$ cat config.mk
export PLATFORM = sky130hd
export DESIGN_NAME = drive_status_words
export DESIGN_NICKNAME = d
export VERILOG_FILES = /design/src/hw/drive_status_pkg.sv /design/src/hw/div_if.sv /design/src/hw/serial_divider.sv /design/src/hw/drive_status_words.sv
export VERILOG_INCLUDE_DIRS = /design/src /design/src/hw
export SDC_FILE = /design/constraint.sdc
export NUM_CORES = 1
export LEC_CHECK = 0
export BUFFER_PORTS_ARGS = -buffer_cell sky130_fd_sc_hd__buf_2
export CAP_MARGIN = 0
export CELL_PAD_IN_SITES_DETAIL_PLACEMENT = 2
export CELL_PAD_IN_SITES_GLOBAL_PLACEMENT = 2
export CORE_MARGIN = 2
export CORE_UTILIZATION = 28
export CTS_CLUSTER_DIAMETER = 100
export CTS_CLUSTER_SIZE = 10
export DETAILED_ROUTE_END_ITERATION = 16
export PLACE_DENSITY_LB_ADDON = 0.3
export SLEW_MARGIN = 20
export SYNTH_ARGS = -nofsm -noshare
export SYNTH_HDL_FRONTEND = slang
export SYNTH_SLANG_ARGS = --single-unit
$ cat constraint.sdc
create_clock -name clk -period 4.3 [get_ports clk]
set_clock_uncertainty 0.2 [all_clocks]
set_input_delay 0 -clock clk [delete_from_list [all_inputs] [get_ports clk]]
set_output_delay 0 -clock clk [all_outputs]
set_load 0.01 [all_outputs]
$ cat src/hw/drive_status_params.svh
// Constants for the drive condition word, reference scaling and protocol setup.
// Assumes inclusion by bare name from the package and the design modules.
// Function
// [RL1] Bit 00 clear on trip, else ready
// [RL2] Bit 01 ready with coast requested
// [RL3] Bit 02 set when start would run
// [RL4] Bit 03 set while tripped awaiting reset
// [RL5] Bits 04, 05, 12 always zero
// [RL6] Bit 06 follows trip lock
// [RL7] Bit 07 follows any warning
// [RL8] Bit 08 set when speed equals reference
// [RL9] Bit 09 and serial control gated locally
// [RL10] Bit 10 set inside frequency limits
// [RL11] Bit 11 set on start or frequency
// [RL12] Bit 13 on DC link out of window
// [RL13] Bit 14 over ceiling, trip after delay
// [RL14] Bit 15 on any temperature limit
// [RL15] Reference 0..16384 maps onto min..max span
// [RL16] Reference signed, up to +-32767
// [RL17] Negative reference reverses rotation
// [RL18] Frequency word 16384 is full span
// [RL19] Frequency word signed within +-32767
// [RL20] Two-bit protocol select, default native
// [RL21] Address ranges per protocol, default 1
// [RL22] Status word sampled on one edge
`ifndef DRIVE_STATUS_PARAMS_SVH
`define DRIVE_STATUS_PARAMS_SVH

// Status word bit positions
`define BIT_CONTROL_READY 0
`define BIT_DRIVE_READY 1
`define BIT_STANDBY 2
`define BIT_TRIPPED 3
`define BIT_TRIP_LOCK 6
`define BIT_WARNING 7
`define BIT_AT_REFERENCE 8
`define BIT_SERIAL_CONTROL 9
`define BIT_IN_RANGE 10
`define BIT_RUNNING 11
`define BIT_VOLTAGE 13
`define BIT_CURRENT 14
`define BIT_THERMAL 15

// Scaling: 16384 is 100 percent, 32767 the signed ceiling
`define SCALE_SHIFT 14
`define WORD_MAX 16'h7fff

// Protocol codes
`define PROTO_NATIVE 2'h0
`define PROTO_AUTOMATION_A 2'h1
`define PROTO_AUTOMATION_B 2'h2
`define PROTO_MODBUS 2'h3

// Address ranges per protocol
`define ADDR_NATIVE_MIN 8'h00
`define ADDR_NATIVE_MAX 8'h7e
`define ADDR_A_MIN 8'h01
`define ADDR_A_MAX 8'hff
`define ADDR_B_MIN 8'h00
`define ADDR_B_MAX 8'h62
`define ADDR_MODBUS_MIN 8'h01
`define ADDR_MODBUS_MAX 8'hf7

// Reset values
`define RESET_PROTOCOL 2'h0
`define RESET_ADDRESS 8'h01
`define RESET_WORD 16'h0000

// Divider length in cycles
`define DIV_STEPS 6'h20

`endif

$ cat src/hw/drive_status_pkg.sv
// Types shared by the status word block and its divider.
// Assumes the params header sits beside it.
`include "drive_status_params.svh"

package drive_status_pkg;

  typedef enum logic {div_idle, div_run} div_phase_t;

  typedef struct packed {
    div_phase_t phase;
    logic [5:0] count;
    logic [16:0] rem;
    logic [31:0] quo;
    logic [15:0] dsr;
    logic done;
  } div_state_t;

  typedef struct packed {
    logic [2:0] coast_sync;
    logic coast_level;
    logic [15:0] status;
    logic [15:0] speed_demand;
    logic reverse;
    logic [1:0] protocol;
    logic [7:0] address;
    logic address_error;
    logic [23:0] oc_count;
    logic oc_trip;
    logic [15:0] freq_word;
    logic div_start;
  } top_state_t;

endpackage

$ cat src/hw/div_if.sv
// Carrier between the status block and its unsigned divider.
// Assumes one clock shared by both ends.
`timescale 1ns/10ps

interface div_if;
  logic start;
  logic [31:0] dividend;
  logic [15:0] divisor;
  logic busy;
  logic done;
  logic [31:0] quotient;

  modport requester (output start, output dividend, output divisor, input busy, input done, input quotient);
  modport engine (input start, input dividend, input divisor, output busy, output done, output quotient);
endinterface

$ cat src/hw/serial_divider.sv
// Restoring divider, one quotient bit per clock, 32 by 16 bits.
// Assumes start is only raised while busy is low.
`timescale 1ns/10ps
`include "drive_status_params.svh"

module serial_divider
  import drive_status_pkg::*;
(
  input wire logic clk,
  input wire logic reset_n,
  div_if.engine div
);

  div_state_t s;
  div_state_t next_s;
  logic [16:0] shifted;

  // One restoring step per cycle; zero divisor gives all ones, clamped later
  always_comb begin
    next_s = s;
    next_s.done = 1'b0;
    shifted = {s.rem[15:0], s.quo[31]};
    case (s.phase)
      div_idle: begin
        if (div.start) begin
          next_s.phase = div_run;
          next_s.count = `DIV_STEPS;
          next_s.rem = 17'h00000;
          next_s.quo = div.dividend;
          next_s.dsr = div.divisor;
        end
      end
      div_run: begin
        if (shifted >= {1'b0, s.dsr}) begin
          next_s.rem = shifted - {1'b0, s.dsr};
          next_s.quo = {s.quo[30:0], 1'b1};
        end else begin
          next_s.rem = shifted;
          next_s.quo = {s.quo[30:0], 1'b0};
        end
        next_s.count = s.count - 6'h01;
        if (s.count == 6'h01) begin
          next_s.phase = div_idle;
          next_s.done = 1'b1;
        end
      end
      default: next_s.phase = div_idle;
    endcase
  end

  always_ff @(posedge clk or negedge reset_n) begin
    if (!reset_n) begin
      s <= '0;
    end else begin
      s <= next_s;
    end
  end

  assign div.busy = (s.phase == div_run);
  assign div.done = s.done;
  assign div.quotient = s.quo;

endmodule // serial_divider

$ cat src/hw/drive_status_words.sv
// Drive condition word, speed setpoint scaling, output frequency word and protocol setup.
// Assumes condition flags come from logic on clk; only the coast terminal is a pin.
`timescale 1ns/10ps
`include "drive_status_params.svh"

module drive_status_words
  import drive_status_pkg::*;
(
  input wire logic clk,
  input wire logic reset_n,
  // Condition flags from the drive
  input wire logic tripped,
  input wire logic trip_lock,
  input wire logic trip_clear,
  input wire logic drive_ready,
  input wire logic coast_terminal_pin,
  input wire logic serial_coast_cmd,
  input wire logic start_cmd,
  input wire logic warning_any,
  input wire logic keypad_stop,
  input wire logic hand_mode,
  input wire logic dc_link_low,
  input wire logic dc_link_high,
  input wire logic motor_hot,
  input wire logic drive_hot,
  input wire logic thermistor_hot,
  input wire logic [15:0] output_current,
  input wire logic [15:0] output_current_ceiling,
  input wire logic [23:0] overcurrent_delay_cycles,
  input wire logic [15:0] motor_speed,
  input wire logic [15:0] output_frequency,
  input wire logic output_reversed,
  input wire logic [15:0] freq_low_limit,
  input wire logic [15:0] freq_high_limit,
  input wire logic [15:0] ref_min,
  input wire logic [15:0] ref_max,
  // Serial side words
  input wire logic setpoint_write,
  input wire logic [15:0] speed_setpoint_word,
  output logic [15:0] drive_condition_word,
  output logic [15:0] output_frequency_word,
  // Setup
  input wire logic setup_write,
  input wire logic [1:0] protocol_select,
  input wire logic [7:0] station_address,
  output logic [1:0] active_protocol,
  output logic [7:0] active_address,
  output logic address_rejected,
  // Results to the drive
  output logic serial_control_enabled,
  output logic [15:0] speed_demand,
  output logic reverse_request,
  output logic overcurrent_trip
);

  top_state_t s;
  top_state_t next_s;
  div_if div ();

  logic serial_ok;
  logic over_current;
  logic trip_any;
  logic [15:0] ref_mag;
  logic [31:0] ref_product;
  logic [17:0] ref_scaled;
  logic [15:0] span;
  logic [15:0] freq_over_low;
  logic addr_ok;
  logic [15:0] quo_clamped;

  serial_divider freq_div (
    .clk(clk),
    .reset_n(reset_n),
    .div(div.engine)
  );

  // Frequency above low limit over the limit span gives the 16384 scale
  assign span = freq_high_limit - freq_low_limit;
  assign freq_over_low = (output_frequency > freq_low_limit) ? output_frequency - freq_low_limit : 16'h0000;
  assign div.dividend = {2'b00, freq_over_low, 14'h0000}; // RL18
  assign div.divisor = span;
  assign div.start = s.div_start;

  // Local operation blocks serial setpoint writes
  assign serial_ok = ~(keypad_stop | hand_mode); // RL9
  assign over_current = output_current > output_current_ceiling; // RL13
  assign trip_any = tripped | s.oc_trip;

  // Magnitude of the signed setpoint, direction kept apart
  assign ref_mag = speed_setpoint_word[15] ? 16'h0000 - speed_setpoint_word : speed_setpoint_word; // RL17
  assign ref_product = {16'h0000, ref_mag} * {16'h0000, ref_max - ref_min}; // RL15
  assign ref_scaled = ref_product[31:14] + {2'b00, ref_min}; // RL15

  // Address window depends on protocol
  always_comb begin
    case (protocol_select)
      `PROTO_NATIVE: addr_ok = station_address >= `ADDR_NATIVE_MIN && station_address <= `ADDR_NATIVE_MAX; // RL21
      `PROTO_AUTOMATION_A: addr_ok = station_address >= `ADDR_A_MIN && station_address <= `ADDR_A_MAX; // RL21
      `PROTO_AUTOMATION_B: addr_ok = station_address >= `ADDR_B_MIN && station_address <= `ADDR_B_MAX;
      `PROTO_MODBUS: addr_ok = station_address >= `ADDR_MODBUS_MIN && station_address <= `ADDR_MODBUS_MAX;
      default: addr_ok = 1'b0;
    endcase
  end

  // Quotient saturates at the signed ceiling; a zero span lands here too
  assign quo_clamped = (div.quotient > {16'h0000, `WORD_MAX}) ? `WORD_MAX : div.quotient[15:0]; // RL19

  always_comb begin
    next_s = s;
    // Coast pin: three flops, change taken once stages two and three agree
    next_s.coast_sync = {s.coast_sync[1:0], coast_terminal_pin};
    if (s.coast_sync[1] == s.coast_sync[2]) begin
      next_s.coast_level = s.coast_sync[2];
    end

    // Whole word built at once so the master never sees a half-updated mix
    next_s.status = 16'h0000; // RL5
    next_s.status[`BIT_CONTROL_READY] = drive_ready & ~trip_any; // RL1
    next_s.status[`BIT_DRIVE_READY] = drive_ready & ~trip_any & (~s.coast_level | serial_coast_cmd); // RL2
    next_s.status[`BIT_STANDBY] = drive_ready & ~trip_any & s.coast_level & ~serial_coast_cmd & ~start_cmd; // RL3
    next_s.status[`BIT_TRIPPED] = trip_any; // RL4
    next_s.status[`BIT_TRIP_LOCK] = trip_lock; // RL6
    next_s.status[`BIT_WARNING] = warning_any; // RL7
    next_s.status[`BIT_AT_REFERENCE] = motor_speed == s.speed_demand; // RL8
    next_s.status[`BIT_SERIAL_CONTROL] = serial_ok; // RL9
    next_s.status[`BIT_IN_RANGE] = output_frequency > freq_low_limit && output_frequency < freq_high_limit; // RL10
    next_s.status[`BIT_RUNNING] = start_cmd | (output_frequency != 16'h0000); // RL11
    next_s.status[`BIT_VOLTAGE] = dc_link_low | dc_link_high; // RL12
    next_s.status[`BIT_CURRENT] = over_current; // RL13
    next_s.status[`BIT_THERMAL] = motor_hot | drive_hot | thermistor_hot; // RL14

    // Setpoint taken only on a write under serial control; local mode keeps the old demand
    if (setpoint_write && serial_ok) begin // RL9
      next_s.reverse = speed_setpoint_word[15]; // RL16
      next_s.speed_demand = (ref_scaled > 18'h0ffff) ? 16'hffff : ref_scaled[15:0]; // RL15
    end

    // Overcurrent persistence counter; trip held until cleared
    if (over_current) begin
      if (s.oc_count >= overcurrent_delay_cycles) begin
        next_s.oc_trip = 1'b1; // RL13
      end else begin
        next_s.oc_count = s.oc_count + 24'h000001;
      end
    end else begin
      next_s.oc_count = 24'h000000;
    end
    if (trip_clear && !(over_current && s.oc_count >= overcurrent_delay_cycles)) begin
      next_s.oc_trip = 1'b0;
    end

    // Setup: bad address leaves the old setting and flags it
    if (setup_write) begin
      next_s.address_error = ~addr_ok;
      if (addr_ok) begin
        next_s.protocol = protocol_select; // RL20
        next_s.address = station_address; // RL21
      end
    end

    // Divider runs back to back; finished quotient becomes the frequency word
    next_s.div_start = ~div.busy & ~s.div_start;
    if (div.done) begin
      next_s.freq_word = output_reversed ? 16'h0000 - quo_clamped : quo_clamped; // RL19
    end
  end

  // Single edge captures every flag of the word together
  always_ff @(posedge clk or negedge reset_n) begin
    if (!reset_n) begin
      s <= '0;
      s.protocol <= `RESET_PROTOCOL; // RL20
      s.address <= `RESET_ADDRESS; // RL21
      s.speed_demand <= `RESET_WORD;
    end else begin
      s <= next_s; // RL22
    end
  end

  assign drive_condition_word = s.status;
  assign output_frequency_word = s.freq_word;
  assign active_protocol = s.protocol;
  assign active_address = s.address;
  assign address_rejected = s.address_error;
  assign serial_control_enabled = serial_ok;
  assign speed_demand = s.speed_demand;
  assign reverse_request = s.reverse;
  assign overcurrent_trip = s.oc_trip;

endmodule // drive_status_words

==> impl_metrics.toml, run 1 <==
[route]
first_iter_violations = 625
wl_mm = 75.5
antenna_left = 0
drtPass1Iterations = 5
wl_per_cell_um = 19.3
viasPerCell = 4.84
route.detailed.drc = 0
vias = 18900

[critical_path]
critical_path.max_fanout = 7
path_common_cell = "fa_1"
startpoint_type = "primary input"
path_class = "primary input to flip-flop"
critical_path_required_ns = 4.44
cp.arrival_ns = 9.50
end_kind = "flip-flop"
crit_path_top_delay_cell = "fa_1"
crit_path_max_incr_delay_ns = 0.54

[logic_synthesis]
seq_area_frac_synth_pct = 19.4
synth.area.mux_share_pct = 1.03
synth_compound_area_share_pct = 14.1
syn_inst = 2378
netlist_area_sq_um = 20500
syn_area_per_cell_sq_um = 8.62
yosys.area_share.simple_pct = 15.7
synth-xor-area-share_pct = 5.47
synth_top_family_by_area = "adder cells"
synth-adder-area-share_pct = 34.1
synth_area_leaders = "fa_1 19%, dfrtp_1 19%, ha_1 15%"
yosysWarnings = 0
yosys.area.top_type = "fa_1"
ys_types = 73
synth_top_area_share_pct = 19.3
synth_seq_cells = 159
async_flop_share_pct = 100
synth_edf_count = 0
synth_flop_cell = "dfrtp_1"

[layout]
final-seq-area_sq_um = 3980
area_growth_syn_to_layout_pct = 30.0
fillCellCount = 8160
multiInputGateArea_sq_um = 14900
nets = 3575
drive_gt1_share_pct = 24.6

[floorplan]
die_x_um = 275
core-area_sq_um = 72700
die_y_um = 275
initial_core_util_pct = 28.2
fp.dieArea_sq_um = 75400
io_pins = 260
rows = 99

[grt]
grt_first_pass_wirelength_mm = 120
grt_remaining_overflow = 0
grt_usage_pct = 20.2
grt_start_max_net_pins = 97
grt_pass1_vias = 22100
antenna_found_initial = 1

[hold_path]
hp-class = "primary input to flip-flop"

[clock_network]
clock_path_buffers = 2
path_clk_slew_ns = 0.07
h-tree-depth = 4
cts_tree = "done"
cts.sinks = 159
clock_latency_ns = 0.46
cts_buffers = 17
root_buffer = "clkbuf_16"

[run_status]
failed_checks = "negative setup slack"
status = "complete, but fails checks"

[sta]
setup_viol = 16
hold_viol = 0
final_min_period_over_clock_period_pct = 218
period_minus_slack_ns = 9.37
slew_headroom_pct = 35.1
grt_setup_unrepaired = "yes"
slew_violations = 0
worst_pin_slew_ns = 0.967
clock.fmax_mhz = 107
worst_slack_ns = -5.07

[placed_design]
globalplace.congestion = 0.861
place_ws_ns = -6.06
io_buffer_count = 256
place_hpwl_mm = 62.2

[job]
maxCapViolCount = 0
-- state kept, by name, summed over array words and instances, names as in the netlist --
register,count
freq_div.s,38
address_rejected,1
reverse_request,1
next_s,2
drive_condition_word,13
active_protocol,2
active_address,8
div.start,1
output_frequency_word,16
overcurrent_trip,1
freq_div.div.busy,1
freq_div.div.quotient,32
freq_div.div.done,1
speed_demand,16
s,26
-- Yosys cell counts (all sizes together) (11+ instances only) --
cell type,instances
nor4,15
ha,241
o22a,13
and3,15
nor3,30
buf,60
a31oi,14
mux2,14
xnor2,77
a21oi,109
nor2,199
and2,37
a21o,50
fa,198
nand3,29
clkbuf,58
nand2,240
nand4,24
nor2b,17
inv,375
o21bai,11
xor2,51
o211ai,15
a22o,15
or3,20
o21ai,102
dfrtp,158
o21a,19
or2,11
nand2b,33
-- final timing paths --
| kind | from | to | slack, ns | cells after the start |
|---|---|---|---|---|
| setup / recovery | ref_max[0] | speed_demand[5] | -5.07 | 45 |
| hold / removal | freq_low_limit[13] | freq_div.s[14] | 0.02 | 5 |
| setup reg to reg | s[18] | s[27] | 0.47 | 14 |
| hold reg to reg | next_s[89] | s[89] | 0.22 | 0 |
| max in group asynchronous | reset_n | freq_div.div.quotient[15] | 2.81 | 3 |
| min in group asynchronous | reset_n | freq_div.s[11] | 0.03 | 2 |
-- stage by stage --
| stage | TNS (ns) | cell area (sq um) | cells | util, % | hold WS (ns) |
|---|---|---|---|---|---|
| global route | -86.38 | 26700 | 3908 | 36.7 | 0.0413 |
| finish | -80.70 | 26700 | 3908 | 36.7 | 0.0225 |
| CTS | -79.98 | 26400 | 3896 | 36.3 | 0.00800 |
| detailed placement | -96.41 | 24800 | 3777 | 34.1 | -0.0866 |
| global placement | -92.09 | 24800 | 3777 | 34.1 | -0.0907 |
| floorplan | -81.01 | 20700 | 2380 | - | -0.496 |
-- repair_timing --
item | 4_1_cts | 5_1_grt
gates resized for setup | 45 | 37
pin swaps | 43 | 45
hold endpoints to repair | 149 | 0
buffers inserted | 13 | 11
gates cloned | 1 | 0
hold buffers | 76 | 0
setup endpoints to repair | 16 | 18
-- cells in the final DEF, fill, tap and decap left out, drive strengths merged, types with 14 or more instances in the layout --
master / Yosys / routed
inv: 375 / 376
o21a: 19 / 19
a21o: 50 / 50
nand2b: 33 / 33
mux2: 14 / 14
a31oi: 14 / 14
a22o: 15 / 15
nand3: 29 / 29
dfrtp: 158 / 158
clkbuf: 58 / 19
buf: 60 / 580
or3: 20 / 20
a21oi: 109 / 109
xnor2: 77 / 77
nor4: 15 / 15
nand2: 240 / 240
o211ai: 15 / 15
nor3: 30 / 30
dlygate4sd3: 0 / 76
nor2b: 17 / 17
fa: 198 / 198
nor2: 199 / 199
and3: 15 / 15
nand4: 24 / 24
o21ai: 102 / 102
xor2: 51 / 51
ha: 241 / 241
and2: 37 / 37
-- final cells by class --
| cell class | instances | share of cell area, % |
|---|---|---|
| clock inverter | 10 | 0.526 |
| clock buffer | 19 | 1.66 |
| tap | 959 | 4.50 |
| antenna | 1 | 0.00939 |
| timing repair buffer | 656 | 17.0 |
| multi-input combinational | 1727 | 56.0 |
| sequential | 159 | 14.9 |
| inverter | 377 | 5.36 |
-- cells by family (layout without fill, tap and decap cells) --
| group | count (synthesis) | count (layout) |
|---|---|---|
| DFF | 159 | 159 |
| muxes | 19 | 19 |
| AOI/OAI and AO/OA | 441 | 442 |
| buffers and inverters | 495 | 1062 |
| adders and majority gates | 440 | 440 |
| xor gates and xnor gates | 128 | 128 |
| other | 1 | 4 |
| and+or+nand+nor | 695 | 695 |
-- layer usage --
layer	vias to the layer above	GRT usage, %	part of all wire, %
met5	-	0	0
met4	0	4.82	2.1
met3	68	2.58	2.7
met2	274	36.3	51
met1	9658	25.5	45
li1	8905	-	-
-- critical path, delay by kind of cell --
kind                       cells  cell delay, ns
xor gates and xnor gates       1            0.18
buffers and inverters          8            0.74
AOI/OAI and AO/OA             14            2.37
and+or+nand+nor               10            1.79
adders and majority gates     10            4.03
muxes                          2            0.41
Power of run 1 is not shown: default switching activity piles up to over one toggle a cycle in this logic, so the estimate is an artifact.
==> inputs of run 2 (changes only) <==
--- a/config.mk
+++ b/config.mk
@@ -10,6 +10,7 @@
 export CAP_MARGIN = 0
 export CELL_PAD_IN_SITES_DETAIL_PLACEMENT = 2
 export CELL_PAD_IN_SITES_GLOBAL_PLACEMENT = 2
+export CORE_ASPECT_RATIO = 1.75
 export CORE_MARGIN = 2
 export CORE_UTILIZATION = 28
 export CTS_CLUSTER_DIAMETER = 100
==> run 2 against run 1 <==
Compared with the run above:
- the flow finishes with violations (negative hold slack, negative setup slack)
- cell area up 0.11%
- sequential cell count unchanged
- die area up 0.11%
- cell count down 0.77%
- fmax down 1.2%
- global-route usage up 2.2 points
- critical path depth down 2
- utilization about the same
- sequential share of layout area about the same
- first-iteration DRC count down 18%
- critical endpoint is now speed_demand[7]
- largest cell class unchanged
==> impl_metrics.toml, run 2 (synthesis gave the netlist of run 1 again) <==
[sta]
clock.fmax_mhz = 105
grt_setup_unrepaired = "yes"
slew_violations = 0
final_min_period_over_clock_period_pct = 221
hold_viol = 19
worst_slack_ns = -5.18
whs_ns = -0.0186
period_minus_slack_ns = 9.48
setup_viol = 16
slew_headroom_pct = 30.0
worst_pin_slew_ns = 1.05

[layout]
drive_gt1_share_pct = 24.8
post-route-util_pct = 36.7
regMostFlops = "freq_div.s"
largest_reg_flops = 38
final_cell_mix = "370 x inv_1, 315 x buf_4, 251 x buf_2"
area_growth_syn_to_layout_pct = 30.2
fin_area_sq_um = 26700
nets = 3571
final_common_cell = "inv_1"

[grt]
grt_first_pass_wirelength_mm = 130
grt_pass1_vias = 22900
grt_remaining_overflow = 0
grt_start_max_net_pins = 92
grt_usage_pct = 22.3
antenna_found_initial = 4

[placed_design]
place_hpwl_mm = 71.6
place_area_sq_um = 24900
place_ws_ns = -6.25
io_buffer_count = 256
globalplace.congestion = 0.901

[critical_path]
cp.arrival_ns = 9.62
regToRegSetupSlack_ns = 0.41
crit-reg2reg-launch = "freq_div.div.quotient[26]"
crit_path_max_incr_delay_ns = 0.61
path_class = "primary input to flip-flop"
critical_path.max_fanout = 7
critical_path_required_ns = 4.43
critical-path-top-delay-family = "adder cells"
end_kind = "flip-flop"
worst_r2r_path_depth = 14
startpoint_type = "primary input"
crit_path_top_delay_cell = "fa_2"
path_common_cell = "fa_1"
path_buf_inv = 6
r2r-end = "output_frequency_word[14]"

[floorplan]
rows = 131
die_y_um = 362
core-area_sq_um = 72800
initial_core_util_pct = 28.2
io_pins = 260
fp.dieArea_sq_um = 75500
die_x_um = 209

[clock_network]
cts.sinks = 159
root_buffer = "clkbuf_16"
cts_tree = "done"
clock_latency_ns = 0.45
path_clk_slew_ns = 0.07
clock_path_buffers = 2
h-tree-depth = 4
cts_buffers = 17

[run_status]
status = "complete, but fails checks"
failed_checks = "negative hold slack, negative setup slack"

[route]
drtPass1Iterations = 4
vias = 19200
viasPerCell = 4.96
route.detailed.drc = 0
wl_mm = 83.7
antenna_left = 0
wl_per_cell_um = 21.6
first_iter_violations = 511

[job]
maxCapViolCount = 0

[hold_path]
hp-class = "primary input to async pin"
run 2: layer usage:
layer,vias to the layer above,part of all wire [%],global-route usage (%)
met1,9805,34,21.6
met2,383,58,45.8
met4,4,5.2,11.0
met3,136,3.0,2.42
li1,8915,-,-
met5,-,0.037,0
run 2: layout make-up:
class                   count  area [sq um]
fillers                  8270         46100
inverters                 377          1440
diodes                      1          2.50
clock buffers              19           443
well taps                 931          1160
repair buffers            652          4630
clock inverters            12           100
multi-input cells        1727         14900
flip-flops and latches    159          3980
run 2: what timing repair did:
action                     4_1_cts  5_1_grt
setup endpoints to repair       16       17
hold buffers                    66        0
hold endpoints to repair       141        0
resized for setup               27       59
buffers inserted                14        9
cloned                           1        0
pin swaps                       35       44
run 2: per-stage QoR:
stage | std cells | setup TNS (ns)
6_report | 3878 | -82.45
5_1_grt | 3877 | -87.42
4_1_cts | 3868 | -85.33
3_5_place_dp | 3756 | -99.23
3_3_place_gp | 3756 | -94.09
2_1_floorplan | 2380 | -81.01
run 2: how the worst max path moves through the flow:
stage                                   to  depth (start not counted)        from
after floorplan           speed_demand[10]                         43  ref_max[0]
after global placement    speed_demand[15]                         44  ref_max[0]
after detailed placement   speed_demand[6]                         44  ref_max[0]
after CTS                  speed_demand[6]                         43  ref_max[0]
after global routing       speed_demand[6]                         43  ref_min[1]
final                      speed_demand[7]                         43  ref_min[1]
Power of run 2 is left out for the same reason.
